### config.mk
export PLATFORM = sky130hd
export DESIGN_NAME = vss_sequencer
export DESIGN_NICKNAME = d
export VERILOG_FILES = /design/src/inc/vss_pkg.sv /design/src/vss_sequencer.sv
export SDC_FILE = /design/constraint.sdc
export NUM_CORES = 1
export LEC_CHECK = 0
export BUFFER_PORTS_ARGS = -buffer_cell sky130_fd_sc_hd__buf_4
export CAP_MARGIN = 5
export CORE_AREA = 2 2 100 102
export DETAILED_ROUTE_END_ITERATION = 8
export DIE_AREA = 0 0 102 104
export PLACE_DENSITY = 0.69
export RECOVER_POWER = 100
export SLEW_MARGIN = 5
export SYNTH_ARGS = -nofsm -noshare
export SYNTH_HDL_FRONTEND = slang
export SYNTH_SLANG_ARGS = --single-unit
### constraint.sdc
create_clock -name clk_i -period 6.7 [get_ports clk_i]
set_input_delay 1.005 -clock clk_i [delete_from_list [all_inputs] [get_ports clk_i]]
set_output_delay 1.005 -clock clk_i [all_outputs]
set_load 0.005 [all_outputs]
### src/inc/vss_pkg.sv
// Purpose: shared constants and types of the voltage-code soft-start sequencer
// Assumes: reference held in 12.5mV units; time counted in switching cycles
// Notes:   every figure used by the sequencer lives here

package vss_pkg;

  // ==========================================================================
  // clock
  localparam int unsigned CLK_PERIOD_NS = 8;

  // ==========================================================================
  // switching-cycle timing
  localparam logic [2:0] SLOTS_PER_CYC  = 3'h6;   // code samples per switching cycle
  localparam logic [1:0] HALF_CYC_SLOTS = 2'h3;   // half a cycle in sample slots
  localparam logic [1:0] NOCODE_DELAY   = 2'h2;   // cycles before no-load shutdown acts

  // ==========================================================================
  // soft-start timing
  localparam int unsigned SS_CYC_PER_VOLT = 1280;
  localparam int unsigned UNITS_PER_VOLT  = 80;   // 12.5mV units in one volt
  localparam int unsigned SS_CYC_PER_UNIT = SS_CYC_PER_VOLT / UNITS_PER_VOLT;
  localparam logic [11:0] SS_DELAY_LAST   = 12'h03f;  // 64 cycles, counted from zero
  localparam logic [11:0] SS_FAST_CYC     = 12'h280;  // 640 cycles of coarse steps
  localparam logic [11:0] SLOW_STEP_MASK  = 12'(SS_CYC_PER_UNIT - 1);
  localparam logic [11:0] FAST_STEP_MASK  = 12'(2 * SS_CYC_PER_UNIT - 1);
  localparam logic [1:0]  FAST_STEP_UNITS = 2'h2;     // 25mV
  localparam logic [1:0]  SLOW_STEP_UNITS = 2'h1;     // 12.5mV
  localparam logic [9:0]  OFFSET_FULL     = 10'h280;  // 100mV offset as 640 counts

  // ==========================================================================
  // voltage code decode
  localparam logic [5:0] CODE_OFF_A     = 6'h3f;
  localparam logic [5:0] CODE_OFF_B     = 6'h3e;
  localparam logic [5:0] CODE_SPLIT     = 6'h14;   // last code of the low band
  localparam logic [7:0] LOW_BAND_BASE  = 8'h57;   // code 000000 is 87 units
  localparam logic [7:0] HIGH_BAND_BASE = 8'h95;   // 149 units minus code

  // ==========================================================================
  // sequencer states and overvoltage trip levels
  typedef enum logic [2:0] {
    VSS_SHUT  = 3'b000,
    VSS_DELAY = 3'b001,
    VSS_RAMP  = 3'b010,
    VSS_RUN   = 3'b011,
    VSS_OVP   = 3'b100
  } vss_state_e;

  typedef enum logic [1:0] {
    VSS_OVL_SHUT = 2'b00,   // fixed shutdown trip level
    VSS_OVL_SS   = 2'b01,   // higher of fixed level and code plus margin
    VSS_OVL_CODE = 2'b10    // code plus margin
  } vss_ovl_e;

endpackage : vss_pkg

### src/vss_sequencer.sv
// Purpose: enable qualification, soft-start ramp and on-the-fly voltage-code tracking
// Assumes: sw_tick_i marks each switching cycle, slot_tick_i six times per cycle
// Notes:   reference leaves as a 12.5mV unit count for the reference converter

module vss_sequencer #(
  parameter int unsigned REF_W = 8
) (
  input  wire logic             clk_i,
  input  wire logic             srst_i,
  input  wire logic             sw_tick_i,
  input  wire logic             slot_tick_i,
  input  wire logic             por_ok_i,
  input  wire logic             thr_en_i,
  input  wire logic             logic_level_gate_i,
  input  wire logic [5:0]       voltage_code_i,
  input  wire logic             ov_trip_i,
  input  wire logic             out_at_ref_i,
  input  wire logic             in_window_i,
  output logic                  pwm_drive_en_o,
  output logic                  pwm_force_low_o,
  output logic [REF_W-1:0]      ref_units_o,
  output logic [9:0]            sense_offset_o,
  output logic [1:0]            ov_level_o,
  output logic                  output_ok_flag_o,
  output logic                  ss_active_o
);

  // ==========================================================================
  // helper functions

  // code to reference level; the two no-load codes read as zero
  function automatic logic [REF_W-1:0] code_units(input logic [5:0] code);
    logic [7:0] u;
    u = 8'h00;
    if (code == vss_pkg::CODE_OFF_A || code == vss_pkg::CODE_OFF_B) begin
      u = 8'h00;
    end else if (code <= vss_pkg::CODE_SPLIT) begin
      u = vss_pkg::LOW_BAND_BASE - {2'b00, code};
    end else begin
      u = vss_pkg::HIGH_BAND_BASE - {2'b00, code};
    end
    return REF_W'(u);
  endfunction

  // move ref toward tgt by amt units without overshoot
  function automatic logic [REF_W-1:0] step_ref(input logic [REF_W-1:0] cur,
                                                input logic [REF_W-1:0] tgt,
                                                input logic [1:0]       amt);
    logic [REF_W-1:0] gap;
    logic [REF_W-1:0] a;
    gap = (cur < tgt) ? (tgt - cur) : (cur - tgt);
    a   = (REF_W'(amt) < gap) ? REF_W'(amt) : gap;
    return (cur < tgt) ? (cur + a) : (cur - a);
  endfunction

  // ==========================================================================
  // declarations
  vss_pkg::vss_state_e state_reg, state_next;
  logic             por_meta_reg, por_sync_reg;
  logic             thr_meta_reg, thr_sync_reg;
  logic [1:0]       nocode_cnt_reg, nocode_cnt_next;
  logic             nocode_reg, nocode_next;
  logic             ov_latch_reg, ov_latch_next;
  logic [11:0]      cyc_cnt_reg, cyc_cnt_next;
  logic [REF_W-1:0] ref_reg, ref_next;
  logic [REF_W-1:0] tgt_reg, tgt_next;
  logic [5:0]       code_last_reg;
  logic [1:0]       wait_reg, wait_next;
  logic             dir_up_reg, dir_up_next;
  logic             pwm_live_reg, pwm_live_next;
  logic             drive_next;
  logic             force_low_next;
  logic [9:0]       offset_next;
  logic [1:0]       ovl_next;
  logic             ok_next;

  // ==========================================================================
  // enable qualification
  wire code_off   = (voltage_code_i == vss_pkg::CODE_OFF_A) ||
                    (voltage_code_i == vss_pkg::CODE_OFF_B);
  wire pins_en    = por_sync_reg & thr_sync_reg & logic_level_gate_i;
  wire en_all     = pins_en & ~nocode_reg;
  wire in_ramp    = (state_reg == vss_pkg::VSS_RAMP);
  wire in_run     = (state_reg == vss_pkg::VSS_RUN);
  wire delay_done = sw_tick_i && (cyc_cnt_reg == vss_pkg::SS_DELAY_LAST);
  wire fast_phase = (cyc_cnt_reg < vss_pkg::SS_FAST_CYC);
  wire code_chg   = slot_tick_i && (voltage_code_i != code_last_reg) && !code_off;
  wire want_up    = (tgt_reg > ref_reg);
  wire want_dn    = (tgt_reg < ref_reg);
  wire ramp_step  = sw_tick_i && (fast_phase ?
                    ((cyc_cnt_reg & vss_pkg::FAST_STEP_MASK) == vss_pkg::FAST_STEP_MASK) :
                    ((cyc_cnt_reg & vss_pkg::SLOW_STEP_MASK) == vss_pkg::SLOW_STEP_MASK));

  // ==========================================================================
  // two-flop synchronisers; first stage feeds only the second
  always_ff @(posedge clk_i) begin
    if (srst_i) begin
      por_meta_reg <= 1'b0;
      por_sync_reg <= 1'b0;
      thr_meta_reg <= 1'b0;
      thr_sync_reg <= 1'b0;
    end else begin
      por_meta_reg <= por_ok_i;
      por_sync_reg <= por_meta_reg;
      thr_meta_reg <= thr_en_i;
      thr_sync_reg <= thr_meta_reg;
    end
  end

  // ==========================================================================
  // no-load code filter: shutdown only on the second switching tick seen while the code is held
  always_comb begin
    nocode_cnt_next = nocode_cnt_reg;
    nocode_next     = nocode_reg;
    if (!code_off) begin
      nocode_cnt_next = 2'h0;
      nocode_next     = 1'b0;
    end else if (sw_tick_i && nocode_cnt_reg != vss_pkg::NOCODE_DELAY) begin
      nocode_cnt_next = nocode_cnt_reg + 2'h1;
      nocode_next     = (nocode_cnt_reg + 2'h1) == vss_pkg::NOCODE_DELAY;
    end
  end

  // ==========================================================================
  // overvoltage latch; a new trip wins over the clear in the same cycle
  always_comb begin
    if (ov_trip_i && por_sync_reg) begin
      ov_latch_next = 1'b1;
    end else if (!pins_en) begin
      ov_latch_next = 1'b0;
    end else begin
      ov_latch_next = ov_latch_reg;
    end
  end

  // ==========================================================================
  // sequencer state
  always_comb begin
    state_next = state_reg;
    case (state_reg)
      vss_pkg::VSS_SHUT: begin
        if (en_all && !ov_latch_reg) begin
          state_next = vss_pkg::VSS_DELAY;
        end
      end
      vss_pkg::VSS_DELAY: begin
        if (delay_done) begin
          state_next = vss_pkg::VSS_RAMP;
        end
      end
      vss_pkg::VSS_RAMP: begin
        if (ref_reg == tgt_reg && ref_reg != '0) begin
          state_next = vss_pkg::VSS_RUN;
        end
      end
      vss_pkg::VSS_RUN: begin
        state_next = vss_pkg::VSS_RUN;
      end
      vss_pkg::VSS_OVP: begin
        if (!ov_latch_reg) begin
          state_next = vss_pkg::VSS_SHUT;
        end
      end
      default: begin
        state_next = vss_pkg::VSS_SHUT;
      end
    endcase
    // the latch outranks every enable; codes alone cannot leave it
    if (ov_latch_reg) begin
      state_next = vss_pkg::VSS_OVP;
    end else if (!en_all && state_reg != vss_pkg::VSS_OVP) begin
      state_next = vss_pkg::VSS_SHUT;
    end
  end

  // ==========================================================================
  // cycle counter, restarted on each state change
  always_comb begin
    if (state_next != state_reg) begin
      cyc_cnt_next = 12'h000;
    end else if (sw_tick_i && cyc_cnt_reg != 12'hfff) begin
      cyc_cnt_next = cyc_cnt_reg + 12'h001;
    end else begin
      cyc_cnt_next = cyc_cnt_reg;
    end
  end

  // ==========================================================================
  // reference: soft-start ramp and on-the-fly tracking
  always_comb begin
    ref_next    = ref_reg;
    wait_next   = wait_reg;
    dir_up_next = dir_up_reg;
    tgt_next    = code_off ? tgt_reg : code_units(voltage_code_i);
    case (state_reg)
      vss_pkg::VSS_RAMP: begin
        if (ramp_step) begin
          // coarse steps keep the 1280 cycles per volt rate at half the resolution
          ref_next = step_ref(ref_reg, tgt_reg, fast_phase ?
                              vss_pkg::FAST_STEP_UNITS :
                              vss_pkg::SLOW_STEP_UNITS);
        end
      end
      vss_pkg::VSS_RUN: begin
        // a further change inside the wait re-arms it, so the waited step always
        // aims at the newest code; the direction test still blocks a step whose
        // sign no longer matches the request
        if (code_chg) begin
          wait_next   = vss_pkg::HALF_CYC_SLOTS;
          dir_up_next = code_units(voltage_code_i) > ref_reg;
        end else if (slot_tick_i && wait_reg != 2'h0) begin
          wait_next = wait_reg - 2'h1;
          if (wait_reg == 2'h1 && (dir_up_reg ? want_up : want_dn)) begin
            ref_next = step_ref(ref_reg, tgt_reg, vss_pkg::SLOW_STEP_UNITS);
          end
        end else if (slot_tick_i && wait_reg == 2'h0 && tgt_reg != ref_reg) begin
          // out-of-step requests are chased once per slot, six per cycle
          ref_next = step_ref(ref_reg, tgt_reg, vss_pkg::SLOW_STEP_UNITS);
        end
      end
      default: begin
        ref_next  = '0;
        wait_next = 2'h0;
      end
    endcase
  end

  // ==========================================================================
  // phase drive qualification
  always_comb begin
    pwm_live_next = pwm_live_reg;
    if (!(in_ramp || in_run)) begin
      pwm_live_next = 1'b0;
    end else if (out_at_ref_i) begin
      pwm_live_next = 1'b1;
    end
  end

  // ==========================================================================
  // registered output values
  wire ovp_next  = (state_next == vss_pkg::VSS_OVP);
  wire live_next = (state_next == vss_pkg::VSS_RAMP || state_next == vss_pkg::VSS_RUN);
  always_comb begin
    force_low_next = ovp_next && ov_trip_i;
    drive_next     = force_low_next || (live_next && pwm_live_next);
    case (state_next)
      vss_pkg::VSS_DELAY: offset_next = vss_pkg::OFFSET_FULL;
      vss_pkg::VSS_RAMP: begin
        offset_next = (cyc_cnt_next < vss_pkg::SS_FAST_CYC) ?
                      (vss_pkg::OFFSET_FULL - cyc_cnt_next[9:0]) : 10'h000;
      end
      default: offset_next = 10'h000;
    endcase
    case (state_next)
      vss_pkg::VSS_DELAY, vss_pkg::VSS_RAMP: ovl_next = vss_pkg::VSS_OVL_SS;
      vss_pkg::VSS_RUN, vss_pkg::VSS_OVP:    ovl_next = vss_pkg::VSS_OVL_CODE;
      default:                               ovl_next = vss_pkg::VSS_OVL_SHUT;
    endcase
    ok_next = (state_next == vss_pkg::VSS_RUN) && in_window_i;
  end

  // ==========================================================================
  // state registers
  always_ff @(posedge clk_i) begin
    if (srst_i) begin
      state_reg      <= vss_pkg::VSS_SHUT;
      nocode_cnt_reg <= 2'h0;
      nocode_reg     <= 1'b0;
      ov_latch_reg   <= 1'b0;
      cyc_cnt_reg    <= 12'h000;
      ref_reg        <= '0;
      tgt_reg        <= '0;
      code_last_reg  <= 6'h00;
      wait_reg       <= 2'h0;
      dir_up_reg     <= 1'b0;
      pwm_live_reg   <= 1'b0;
    end else begin
      state_reg      <= state_next;
      nocode_cnt_reg <= nocode_cnt_next;
      nocode_reg     <= nocode_next;
      ov_latch_reg   <= ov_latch_next;
      cyc_cnt_reg    <= cyc_cnt_next;
      ref_reg        <= ref_next;
      tgt_reg        <= tgt_next;
      wait_reg       <= wait_next;
      dir_up_reg     <= dir_up_next;
      pwm_live_reg   <= pwm_live_next;
      if (slot_tick_i) begin
        code_last_reg <= voltage_code_i;
      end
    end
  end

  // ==========================================================================
  // output registers; drive low by default so phases float at reset
  always_ff @(posedge clk_i) begin
    if (srst_i) begin
      pwm_drive_en_o   <= 1'b0;
      pwm_force_low_o  <= 1'b0;
      ref_units_o      <= '0;
      sense_offset_o   <= 10'h000;
      ov_level_o       <= vss_pkg::VSS_OVL_SHUT;
      output_ok_flag_o <= 1'b0;
      ss_active_o      <= 1'b0;
    end else begin
      pwm_drive_en_o   <= drive_next;
      pwm_force_low_o  <= force_low_next;
      ref_units_o      <= ref_next;
      sense_offset_o   <= offset_next;
      ov_level_o       <= ovl_next;
      output_ok_flag_o <= ok_next;
      ss_active_o      <= (state_next == vss_pkg::VSS_DELAY) ||
                          (state_next == vss_pkg::VSS_RAMP);
    end
  end

endmodule // vss_sequencer

==> summary.md <==
| Metric | Value |
|---|---|
| Post-synth EDFFs | 0 |
| Final period utilization | 0.847 |
| Core footprint | 0.00955 mm^2 |
| Clock root buffer | clkbuf_8 |
| CTS tree | done |
| Synth cell types | 81 |
| Initial Utilization | 0.505 |
| Critical path class | register to register |
| HP Start | por_meta_reg$_SDFF_PP0_ |
| Slew Viols, Final | 0 |
| Die Ht | ~100 um |
| GRT overflow | 0 |
| Slowest stage cell, crit path | dfxtp_1 |
| TritonCTS buffer count | 9 |
| Worst hold slack | 0.443 ns |
| Vias per cell | 5.65 |
| Async S/R FF share, synth | 0 |
| Wire per inst | ~16 um |
| Crit path capture type | register |
| Area of the mapped netlist | 0.00483 mm^2 |
| Layout cells sized above 1 | 0.148 |
| CP Cell Sequence | inv_1, ha_1, nand3_1, a21o_1, nand2_1, mux2i_1, ha_1, a21oi_1, o41ai_1, o2bb2ai_2, ha_1, mux2i_1, o22a_1, ha_1, nor2b_1, o21ai_0, a21boi_0, o21ai_0, a21oi_1, nor4_1, a211oi_1, nand3_1 |
| Die Wd | 102 um |
| Via count | 4,184 |
| Final setup fails | 0 |
| Status | finished, final reports clean |
| Commonest non-fill, non-tap cells in the layout | nor2_1, dfxtp_1, ha_1 |
| Arrival time worst endpoint | between 5 and 6 ns |
| Largest family of logic cells by synthesized area | simple AND/OR/NAND/NOR gates |
| Final ANT Viol Nets | 0 |
| Hold Vio Cnt, Final | 0 |
| Pwr dens | 167 mW/mm^2 |
| Highest ir drop seen on vdd | 136 uV |
| CP dominant cell by count | ha_1 |
| Post-synth top flop | dfxtp_1 |
| Register-to-Register Setup Slack | 1.02 ns |
| YS warnings | 0 |
| Synthesized flop and latch total | 65 |
| Post-CTS setup repair buffer count | 0 |
| Layout area overhead | 10.8% |
| Synth Area in Compound Gates | 0.205 |
| Crit path time final | 5.68 ns |
| Total Power | 0.895 mW |
| RR Startpoint | ref_units_o[2]$_SDFFE_PP0P_ |
| Fmax | 176 MHz |
| DR iter-0 viols | roughly 170 |
| Worst-margin pin slew | ~1.4 ns |
| Worst hold path type | register to register |
| Slew HR | 0.0789 |
| Post-Synth XOR/XNOR Area | 0.0578 |
| Routed WL | between 10 and 15 mm |
| Routability congestion estimate | 0.987 |
| Adder-cell share of the synthesized area | 0.127 |
| Crit path max fanout | 11 |
| IO Pins | 40 |
| Antenna cell count | 0 |
| First-pass GRT wire length | 19.3 mm |
| # rows | 36 |
| Synth Area in Simple Gates | 0.247 |
| Critical path's largest stage delay | 0.51 ns |
| Die Area | 0.0106 mm^2 |
| Port Buf Inserts | 39 |
| Crit start category | register |
| Leakage | between 2 and 2.5 nW |
| Fin cells | roughly 740 |
| Htree depth | 3 |
| Clock Latency Late Sink | ~0.35 ns |
| Most common cell after layout, fill and taps aside | nor2_1 |
| Vias in the first global route | 3,880 |
| Register area share after synthesis | 0.270 |
| Largest net degree at the start of global routing | 31 |
| Worst path required time | 6.93 ns |
| Total Routing Usage GR | 0.228 |
| Placed Cells | 725 |
| Detailed placement HPWL | ~9.0 mm |
| Unrepaired setup endpoints after global routing | no |
| Max-cap violations | 0 |
| Max Buffers Root-to-Sink | 2 |
| CTS resizes | 0 |
| Crit path launch | ref_units_o[2]$_SDFFE_PP0P_ |
| Post-Syn Instances | 571 |
| Number of flip-flops in the largest register | 12 |
| Syn avg cell area | between 8 and 9 um^2 |
| Mapped Nets | 634 |
| Initial antenna violation count | 0 |
| Drt pass-1 iters | 5 |
| Post-CTS Hold Fix Bufs | 0 |
| Mux contribution to synthesized area | 0.0454 |
| Setup TNS | 0 ns |
| Drt drc | 0 |
| # nets final | 666 |
| Clk sinks | 65 |
| Clk slew on worst S/H paths | 0.08 ns |
| Skew final | around 0.010 ns |
synthesized netlist by cell type, types with 4 or more instances:
cell,count,area share
nor2_1,68,0.053
nand3_1,14,0.015
or3_1,5,0.0065
inv_1,38,0.030
clkbuf_1,9,0.0070
nor2b_1,14,0.018
a21o_1,13,0.020
o211ai_1,4,0.0062
a21oi_1,31,0.032
xor2_1,6,0.011
dfxtp_1,65,0.27
o21a_1,8,0.012
buf_2,10,0.010
nand2_1,35,0.027
ha_1,44,0.11
nor4_1,8,0.010
and3_1,11,0.014
a211oi_1,10,0.016
xnor2_1,24,0.044
nand2b_1,8,0.010
o21ai_0,17,0.018
nor3_1,13,0.013
mux2i_1,16,0.033
o22a_1,4,0.0073
nand4_1,6,0.0078
stage by stage:
stage          worst slack (ns)  utilization  area, um^2
6_report                   1.02        0.560        5350
5_1_grt                   0.585        0.560        5350
4_1_cts                    1.21        0.564        5390
3_5_place_dp               1.22        0.546        5220
3_3_place_gp               1.49        0.546        5220
2_1_floorplan              2.00            -        4830
final cells by class:
class                           instances  area, um^2
Timing Repair Buffer                   42         300
Clock inverter                          7        46.3
Inverter                               38         143
Tap cell                              133         166
Clock buffer                            9         124
Sequential cell                        65        1300
Fill cell                             913        4200
Multi-Input combinational cell        447        3270
final timing paths:
| path | to | cells after the start |
|---|---|---|
| max | ref_units_o[7]$_SDFFE_PP0P_ | 22 |
| min reg2reg | por_sync_reg$_SDFF_PP0_ | 1 |
| min | por_sync_reg$_SDFF_PP0_ | 1 |
| max reg2reg | ref_units_o[7]$_SDFFE_PP0P_ | 22 |
cell families after synthesis:
family | count (synthesis)
buffers and inverters | 59
adder cells (fa/ha/maj) | 47
XOR/XNOR | 31
AND/OR/NAND/NOR | 217
AO/OA/AOI/OAI | 130
flip-flops | 65
multiplexers | 21
other | 1
routing by layer:
layer | vias to the layer above | track usage | routed length [um]
li1 | 2094 | - | -
met1 | 1967 | 0.312 | 5490
met2 | 108 | 0.364 | 5440
met3 | 15 | 0.0437 | 537
met4 | 0 | 0.0648 | 139
met5 | - | 0 | 0
worst max-delay path, delay by kind of cell (launching register included):
| family | cells | cell delay [ns] |
|---|---|---|
| adder cells (fa/ha/maj) | 4 | 1.17 |
| buffers and inverters | 1 | 0.17 |
| AND/OR/NAND/NOR | 5 | 0.81 |
| AO/OA/AOI/OAI | 10 | 2.37 |
| flip-flops | 1 | 0.51 |
| multiplexers | 2 | 0.51 |
report_power, final:
part / leakage, nW / internal [mW] / switching [mW]
logic: 1.68 / 0.0858 / 0.112
clock network: 0.0814 / 0.133 / 0.162
registers: 0.528 / 0.395 / 0.00754
No activity file was read; power rests on OpenSTA's default activity.
